[src/pkg/dtc_pkg.sv]
`default_nettype none
package dtc_pkg;
	// ------------------------------------------------------------
	// special function addresses
	// ------------------------------------------------------------
	localparam logic [7:0] DTC_ADDR_CONTROL = 8'h88;
	localparam logic [7:0] DTC_ADDR_MODE = 8'h89;
	localparam logic [7:0] DTC_ADDR_LOW_ZERO = 8'h8A;
	localparam logic [7:0] DTC_ADDR_LOW_ONE = 8'h8B;
	localparam logic [7:0] DTC_ADDR_HIGH_ZERO = 8'h8C;
	localparam logic [7:0] DTC_ADDR_HIGH_ONE = 8'h8D;
	// bit addresses of the control register are base in bits 7:3 and bit number in bits 2:0
	localparam logic [4:0] DTC_CONTROL_BIT_BASE = 5'h11;

	// ------------------------------------------------------------
	// reset values
	// ------------------------------------------------------------
	localparam logic [7:0] DTC_RESET_CONTROL = 8'h00;
	localparam logic [7:0] DTC_RESET_MODE = 8'h00;
	localparam logic [7:0] DTC_RESET_COUNT = 8'h00;

	// ------------------------------------------------------------
	// control register fields
	// ------------------------------------------------------------
	localparam int DTC_CTL_OVF_ONE = 7;
	localparam int DTC_CTL_RUN_ONE = 6;
	localparam int DTC_CTL_OVF_ZERO = 5;
	localparam int DTC_CTL_RUN_ZERO = 4;

	// ------------------------------------------------------------
	// mode register fields
	// ------------------------------------------------------------
	localparam int DTC_MODE_GATE_ONE = 7;
	localparam int DTC_MODE_CT_ONE = 6;
	localparam int DTC_MODE_CODE_ONE_HI = 5;
	localparam int DTC_MODE_CODE_ONE_LO = 4;
	localparam int DTC_MODE_GATE_ZERO = 3;
	localparam int DTC_MODE_CT_ZERO = 2;
	localparam int DTC_MODE_CODE_ZERO_HI = 1;
	localparam int DTC_MODE_CODE_ZERO_LO = 0;

	// ------------------------------------------------------------
	// count field limits
	// ------------------------------------------------------------
	localparam logic [4:0] DTC_PRESCALE_MAX = 5'h1F;
	localparam logic [7:0] DTC_BYTE_MAX = 8'hFF;

	// encoding follows declaration order: 00, 01, 10, 11
	typedef enum logic [1:0] {
		DTC_MODE_13BIT,
		DTC_MODE_16BIT,
		DTC_MODE_RELOAD,
		DTC_MODE_SPLIT
	} dtc_mode_e;
endpackage
`default_nettype wire

[src/rtl/dtc_timer_pair.sv]
`default_nettype none
module dtc_timer_pair
	import dtc_pkg::*;
(
	input wire logic clk,
	input wire logic rst_n,
	input wire logic [7:0] sfr_addr,
	input wire logic sfr_wr,
	input wire logic [7:0] sfr_wdata,
	input wire logic sfr_rd,
	output logic [7:0] sfr_rdata,
	input wire logic bit_wr,
	input wire logic [7:0] bit_addr,
	input wire logic bit_wdata,
	input wire logic vec_ack_zero,
	input wire logic vec_ack_one,
	input wire logic count_pin_zero,
	input wire logic count_pin_one,
	input wire logic ext_irq_pin_zero,
	input wire logic ext_irq_pin_one,
	output logic overflow_flag_zero,
	output logic overflow_flag_one
);
	import dtc_pkg::*;

	// ------------------------------------------------------------
	// step of one timer in modes 0..2, returns {ovf, high, low}
	// ------------------------------------------------------------
	function automatic logic [16:0] dtc_step(
		input dtc_mode_e mode,
		input logic [7:0] hi,
		input logic [7:0] lo,
		input logic tick
	);
		logic [7:0] h;
		logic [7:0] l;
		logic ovf;
		h = hi;
		l = lo;
		ovf = 1'b0;
		if (tick) begin
			unique case (mode)
				DTC_MODE_13BIT: begin
					// upper three low bits are left as they are and ignored
					l[4:0] = lo[4:0] + 5'h01;
					if (lo[4:0] == DTC_PRESCALE_MAX) begin
						h = hi + 8'h01;
						ovf = (hi == DTC_BYTE_MAX);
					end
				end
				DTC_MODE_16BIT: begin
					l = lo + 8'h01;
					if (lo == DTC_BYTE_MAX) begin
						h = hi + 8'h01;
						ovf = (hi == DTC_BYTE_MAX);
					end
				end
				DTC_MODE_RELOAD: begin
					if (lo == DTC_BYTE_MAX) begin
						l = hi;
						ovf = 1'b1;
					end else begin
						l = lo + 8'h01;
					end
				end
				DTC_MODE_SPLIT: begin
					h = hi;
					l = lo;
				end
			endcase
		end
		return {ovf, h, l};
	endfunction

	// ------------------------------------------------------------
	// pin synchronisers: {irq1, irq0, cnt1, cnt0}
	// ------------------------------------------------------------
	logic [3:0] meta_ff, nxt_meta;
	logic [3:0] sync_ff, nxt_sync;
	logic [1:0] prev_ff, nxt_prev;

	always_comb begin
		// two flops keep a metastable pin level away from the count and gate logic
		nxt_meta = {ext_irq_pin_one, ext_irq_pin_zero, count_pin_one, count_pin_zero};
		nxt_sync = meta_ff;
		// one more stage holds the previous sample for edge detection
		nxt_prev = sync_ff[1:0];
	end

	always_ff @(posedge clk or negedge rst_n) begin
		if (!rst_n) begin
			meta_ff <= 4'h0;
			sync_ff <= 4'h0;
			prev_ff <= 2'h0;
		end else begin
			meta_ff <= nxt_meta;
			sync_ff <= nxt_sync;
			prev_ff <= nxt_prev;
		end
	end

	// ------------------------------------------------------------
	// registers
	// ------------------------------------------------------------
	logic [7:0] mode_ff, nxt_mode;
	logic [7:0] ctl_ff, nxt_ctl;
	logic [7:0] low_zero_ff, nxt_low_zero;
	logic [7:0] high_zero_ff, nxt_high_zero;
	logic [7:0] low_one_ff, nxt_low_one;
	logic [7:0] high_one_ff, nxt_high_one;
	logic [7:0] rdata_ff, nxt_rdata;

	// ------------------------------------------------------------
	// count enables
	// ------------------------------------------------------------
	logic [1:0] fall;
	logic gate_ok_zero;
	logic gate_ok_one;
	logic tick_zero;
	logic tick_one;
	logic tick_split_high;
	dtc_mode_e mode_zero;
	dtc_mode_e mode_one;

	always_comb begin
		// falling edge seen as high sample then low sample
		// a level shorter than one clock can slip between samples and be lost
		fall = prev_ff & ~sync_ff[1:0];
		mode_zero = dtc_mode_e'(mode_ff[DTC_MODE_CODE_ZERO_HI:DTC_MODE_CODE_ZERO_LO]);
		mode_one = dtc_mode_e'(mode_ff[DTC_MODE_CODE_ONE_HI:DTC_MODE_CODE_ONE_LO]);
		gate_ok_zero = ctl_ff[DTC_CTL_RUN_ZERO]
			& (~mode_ff[DTC_MODE_GATE_ZERO] | sync_ff[2]);
		gate_ok_one = ctl_ff[DTC_CTL_RUN_ONE]
			& (~mode_ff[DTC_MODE_GATE_ONE] | sync_ff[3]);
		tick_zero = gate_ok_zero & (mode_ff[DTC_MODE_CT_ZERO] ? fall[0] : 1'b1);
		tick_one = gate_ok_one & (mode_ff[DTC_MODE_CT_ONE] ? fall[1] : 1'b1);
		// split high byte is a plain timer on the timer one run bit
		tick_split_high = ctl_ff[DTC_CTL_RUN_ONE];
	end

	// ------------------------------------------------------------
	// counting and register writes
	// ------------------------------------------------------------
	logic [16:0] step_zero;
	logic [16:0] step_one;
	logic ovf_zero;
	logic ovf_one;
	logic bit_hit;
	logic [2:0] bit_idx;

	always_comb begin
		step_zero = dtc_step(mode_zero, high_zero_ff, low_zero_ff, tick_zero);
		step_one = dtc_step(mode_one, high_one_ff, low_one_ff, tick_one);
		nxt_low_zero = step_zero[7:0];
		nxt_high_zero = step_zero[15:8];
		ovf_zero = step_zero[16];
		nxt_low_one = step_one[7:0];
		nxt_high_one = step_one[15:8];
		ovf_one = step_one[16];
		if (mode_zero == DTC_MODE_SPLIT) begin
			// two independent 8-bit counters, high one borrows timer one flag
			nxt_low_zero = low_zero_ff + {7'h00, tick_zero};
			ovf_zero = tick_zero & (low_zero_ff == DTC_BYTE_MAX);
			nxt_high_zero = high_zero_ff + {7'h00, tick_split_high};
			// timer one keeps counting but no longer owns its flag
			ovf_one = tick_split_high & (high_zero_ff == DTC_BYTE_MAX);
		end
		if (mode_one == DTC_MODE_SPLIT) begin
			// timer one stopped: counts hold
			nxt_low_one = low_one_ff;
			nxt_high_one = high_one_ff;
			if (mode_zero != DTC_MODE_SPLIT) begin
				ovf_one = 1'b0;
			end
		end

		// a software byte write to a count register wins over counting
		nxt_mode = mode_ff;
		nxt_ctl = ctl_ff;
		if (sfr_wr) begin
			unique case (sfr_addr)
				DTC_ADDR_MODE: nxt_mode = sfr_wdata;
				DTC_ADDR_CONTROL: nxt_ctl = sfr_wdata;
				DTC_ADDR_LOW_ZERO: nxt_low_zero = sfr_wdata;
				DTC_ADDR_HIGH_ZERO: nxt_high_zero = sfr_wdata;
				DTC_ADDR_LOW_ONE: nxt_low_one = sfr_wdata;
				DTC_ADDR_HIGH_ONE: nxt_high_one = sfr_wdata;
				default: ;
			endcase
		end
		// bit writes land after byte writes, so a bit write wins for its bit
		// only the control register answers bit writes; mode is byte only
		bit_hit = bit_wr && (bit_addr[7:3] == DTC_CONTROL_BIT_BASE);
		bit_idx = bit_addr[2:0];
		if (bit_hit) begin
			nxt_ctl[bit_idx] = bit_wdata;
		end

		// vector acknowledge clears, a same-cycle overflow still sets
		if (vec_ack_zero) begin
			nxt_ctl[DTC_CTL_OVF_ZERO] = 1'b0;
		end
		if (vec_ack_one) begin
			nxt_ctl[DTC_CTL_OVF_ONE] = 1'b0;
		end
		if (ovf_zero) begin
			nxt_ctl[DTC_CTL_OVF_ZERO] = 1'b1;
		end
		if (ovf_one) begin
			nxt_ctl[DTC_CTL_OVF_ONE] = 1'b1;
		end
		// run bits only gate the tick; counts are never cleared here
	end

	// ------------------------------------------------------------
	// read port, registered one cycle after the read strobe
	// ------------------------------------------------------------
	always_comb begin
		// unmapped addresses read 00, never a stale byte
		nxt_rdata = rdata_ff;
		if (sfr_rd) begin
			unique case (sfr_addr)
				DTC_ADDR_MODE: nxt_rdata = mode_ff;
				DTC_ADDR_CONTROL: nxt_rdata = ctl_ff;
				DTC_ADDR_LOW_ZERO: nxt_rdata = low_zero_ff;
				DTC_ADDR_HIGH_ZERO: nxt_rdata = high_zero_ff;
				DTC_ADDR_LOW_ONE: nxt_rdata = low_one_ff;
				DTC_ADDR_HIGH_ONE: nxt_rdata = high_one_ff;
				default: nxt_rdata = 8'h00;
			endcase
		end
	end

	always_ff @(posedge clk or negedge rst_n) begin
		if (!rst_n) begin
			rdata_ff <= 8'h00;
		end else begin
			rdata_ff <= nxt_rdata;
		end
	end

	// ------------------------------------------------------------
	// register state: configuration and counts
	// ------------------------------------------------------------
	always_ff @(posedge clk or negedge rst_n) begin
		if (!rst_n) begin
			mode_ff <= DTC_RESET_MODE;
			ctl_ff <= DTC_RESET_CONTROL;
		end else begin
			mode_ff <= nxt_mode;
			ctl_ff <= nxt_ctl;
		end
	end

	// counts keep their value across any run bit change
	always_ff @(posedge clk or negedge rst_n) begin
		if (!rst_n) begin
			low_zero_ff <= DTC_RESET_COUNT;
			high_zero_ff <= DTC_RESET_COUNT;
			low_one_ff <= DTC_RESET_COUNT;
			high_one_ff <= DTC_RESET_COUNT;
		end else begin
			low_zero_ff <= nxt_low_zero;
			high_zero_ff <= nxt_high_zero;
			low_one_ff <= nxt_low_one;
			high_one_ff <= nxt_high_one;
		end
	end

	// ------------------------------------------------------------
	// outputs
	// ------------------------------------------------------------
	// flags come straight from the control register, so a read and the pins agree
	assign sfr_rdata = rdata_ff;
	assign overflow_flag_zero = ctl_ff[DTC_CTL_OVF_ZERO];
	assign overflow_flag_one = ctl_ff[DTC_CTL_OVF_ONE];
endmodule
`default_nettype wire

[config.mk]
export PLATFORM = sky130hd
export DESIGN_NAME = dtc_timer_pair
export DESIGN_NICKNAME = d
export VERILOG_FILES = /design/src/pkg/dtc_pkg.sv /design/src/rtl/dtc_timer_pair.sv
export SDC_FILE = /design/constraint.sdc
export NUM_CORES = 1
export LEC_CHECK = 0
export ABC_AREA = 1
export CORE_MARGIN = 2
export CORE_UTILIZATION = 25
export DETAILED_ROUTE_END_ITERATION = 12
export DONT_BUFFER_PORTS = 1
export SYNTH_ARGS = -nofsm -noshare
export SYNTH_HDL_FRONTEND = slang
export SYNTH_SLANG_ARGS = --single-unit
[constraint.sdc]
create_clock -name clk -period 2.3 [get_ports clk]
set_input_delay 0.115 -clock clk [delete_from_list [all_inputs] [get_ports clk]]
set_output_delay 0.115 -clock clk [all_outputs]
set_load 0.05 [all_outputs]
==> flow_summary.ini <==
[cells_and_area]
drive_gt1_share_pct = 8.43
fillers = 2187
area_delta_synth_final_pct = 14.9
finalInstanceArea_um2 = 5860
fin_nets = 830
ff_latch_area_um2 = 1650
multiInputGateArea_um2 = 2920
fin_cells = 1054

[global_route]
grt_pass1_wl_um = 26900
grt_use_total_pct = 16.1
first_global_vias = 4823
overflow = 0
antenna_found_initial = 3
grt_max_degree = 67

[yosys]
synth.most_common_cell = nand2_1
syn_nets = 813
yosysWarnings = 0
synth.area.top_cells = dfrtp_1, nand2_1, inv_1
synth.top_cell.area_share_pct = 32.4
synth_top_area_cell = dfrtp_1
synthArstFlopShare_pct = 100
synth_cell_types = 43
synth_common_cells = nand2_1, inv_1, nor2_1, dfrtp_1, nand3_1
syn-cell-area_um2 = 5100
synth-main-ff-cell = dfrtp_1
ys_ff_latch = 66
syn_avg_cell_area_um2 = 6.70
netlist_instances = 761
synth_edf_count = 0
synth-seq-area-share_pct = 32.4

[floorplanning]
start_util_pct = 25.4
die_y_um = 147
core.rowCount = 52
coreArea_um2 = 20100
die_area_um2 = 21600
io_pins = 46
die_x_um = 147

[placed_design]
place_area_um2 = 5370
pre_cts_ws_ns = 0.369
port_buffers = 0
gp_congestion = 0.974
dp.final_hpwl_um = 12600
dp_cells = 1018

[power_and_ir_drop]
peakVddDrop_mv = 0.262
p_leak_nw = 2.83
power_density_nw_per_um2 = 793

[routing]
viasPerCell = 4.87
wire_per_inst_um = 16.1
firstDrtPassIters = 6
drt_iter0_drc = 585
ant_nets = 0
vias = 5129
drc_errors = 0
drt-total-wl_um = 16900

[clocking]
cts_tree = done
cts_root_buffer = clkbuf_16
cts.clk_slew.worst_paths_ns = 0.06
clkLatencyLatePin_ns = 0.35
cts-htree-levels = 3
cts_made_buffers = 9
cts.sinks = 66
clk_path_buf_depth = 2

[timing]
fin_tns_setup_ns = 0
fmax_ghz = 0.511
rsz0062_at_grt = no
finalMaxSlewViolations = 0
worst_pin_slew_ns = 0.578
relSlewSlack_pct = 61.5
timing.final.ws_setup_ns = 0.342
period_share_pct = 85.1
fin_crit_ns = 1.96
clock_skew_ns = 0.0104
setup_viol = 0
finalHoldViolations = 0

[critical_path]
slowest_stage = dfrtp_1
worstPathArrival_ns = 2.18
crit_path_start_kind = register
cp-end-kind = register
cp.buffers_inverters = 0
crit_required_ns = 2.53
critical_path_class = register to register
worstPathMaxFanout = 12
path_cells = ha_1 -> nand2_4 -> nor2_4 -> nand2_4 -> a21oi_2 -> nand2_2 -> nand2_1 -> nand2_1 -> a21oi_1 -> nor2_1
critical_path.top_delay_family = simple AND/OR/NAND/NOR gates
max_stage_delay_ns = 0.47

[run]
maxCapViolCount = 0

[outcome]
status = complete, no violations

[hold_path]
hp-class = primary input to register
[area by class of cell]
cell class,count,share of cell area [%]
multi-input combinational,565,49.7
tap,270,5.76
clock buffer,11,3.97
timing repair buffer,24,4.18
clock inverter,5,0.939
inverter,112,7.21
sequential,66,28.2
antenna,1,0.0427
[path summary, 6_finish.rpt]
check	startpoint	end	slack, ns	cells past startpoint
hold / removal	bit_wdata	ctl_ff[4]	0.009	2
hold reg to reg	meta_ff[1]	sync_ff[1]	0.34	0
max in group asynchronous	rst_n	mode_ff[2]	1.66	2
setup / recovery	low_zero_ff[0]	high_zero_ff[1]	0.34	10
setup reg to reg	low_zero_ff[0]	high_zero_ff[1]	0.34	10
min in group asynchronous	rst_n	high_one_ff[2]	0.31	2
[report_power, final]
group          leakage [nW]  internal [W]  switching, W
sequential            0.793       0.00138      0.000360
clock                 0.136      0.000836      0.000555
combinational          1.90      0.000541      0.000977
total                  2.83       0.00276       0.00189
[registers in the layout, indices dropped and copies added, names as in the netlist]
| name | count |
|---|---|
| sync_ff | 4 |
| high_zero_ff | 8 |
| sfr_rdata | 8 |
| mode_ff | 8 |
| low_one_ff | 8 |
| ctl_ff | 8 |
| low_zero_ff | 8 |
| high_one_ff | 8 |
| prev_ff | 2 |
| meta_ff | 4 |
[cell usage in the layout (no fill, tap or decap), drive strengths merged]
cell,instances
xor2,4
a22oi,3
nand4,6
nand3,64
nor2,91
o211ai,13
clkbuf,11
buf,6
a21oi,50
o21ai,73
o22ai,15
dfrtp,66
and3,2
nor3,12
nand2,206
clkinv,5
nand3b,2
bufinv,1
nor4,2
ha,16
clkinvlp,2
xnor2,2
diode,1
inv,109
a31oi,3
o21a,1
dlygate4sd3,18
[through the flow]
stage	util [%]	power [W]	hold WS (ns)
2_1_floorplan	-	0.00279	-0.181
3_3_place_gp	26.7	0.00316	-0.176
3_5_place_dp	26.7	0.00317	-0.176
4_1_cts	29.2	0.00466	0.000957
5_1_grt	29.2	0.00497	0.0234
6_report	29.2	0.00465	0.00905
[kinds of logic after synthesis]
logic type	count (synthesis)	synth area share [%]
flip-flops	66	32.4
AND/OR/NAND/NOR	385	34.2
AO/OA/AOI/OAI	158	18.0
XOR/XNOR	6	1.03
adder cells (fa/ha/maj)	16	3.92
buffers and inverters	130	10.5
[timing repair]
item,in CTS,in global routing
setup buffers,0,0
hold buffers,19,0
endpoints found under the setup margin,0,0
resized for setup,0,0
hold endpoints to repair,108,0
[per-layer routing]
metal | part of all wire, % | vias up | track usage (%)
met4 | 3.3 | 0 | 7.48
met3 | 7.3 | 32 | 3.14
met2 | 43 | 206 | 24.1
li1 | - | 2517 | -
met1 | 47 | 2374 | 22.3
met5 | 0 | - | 0
Power figures use the tool's default switching activity.
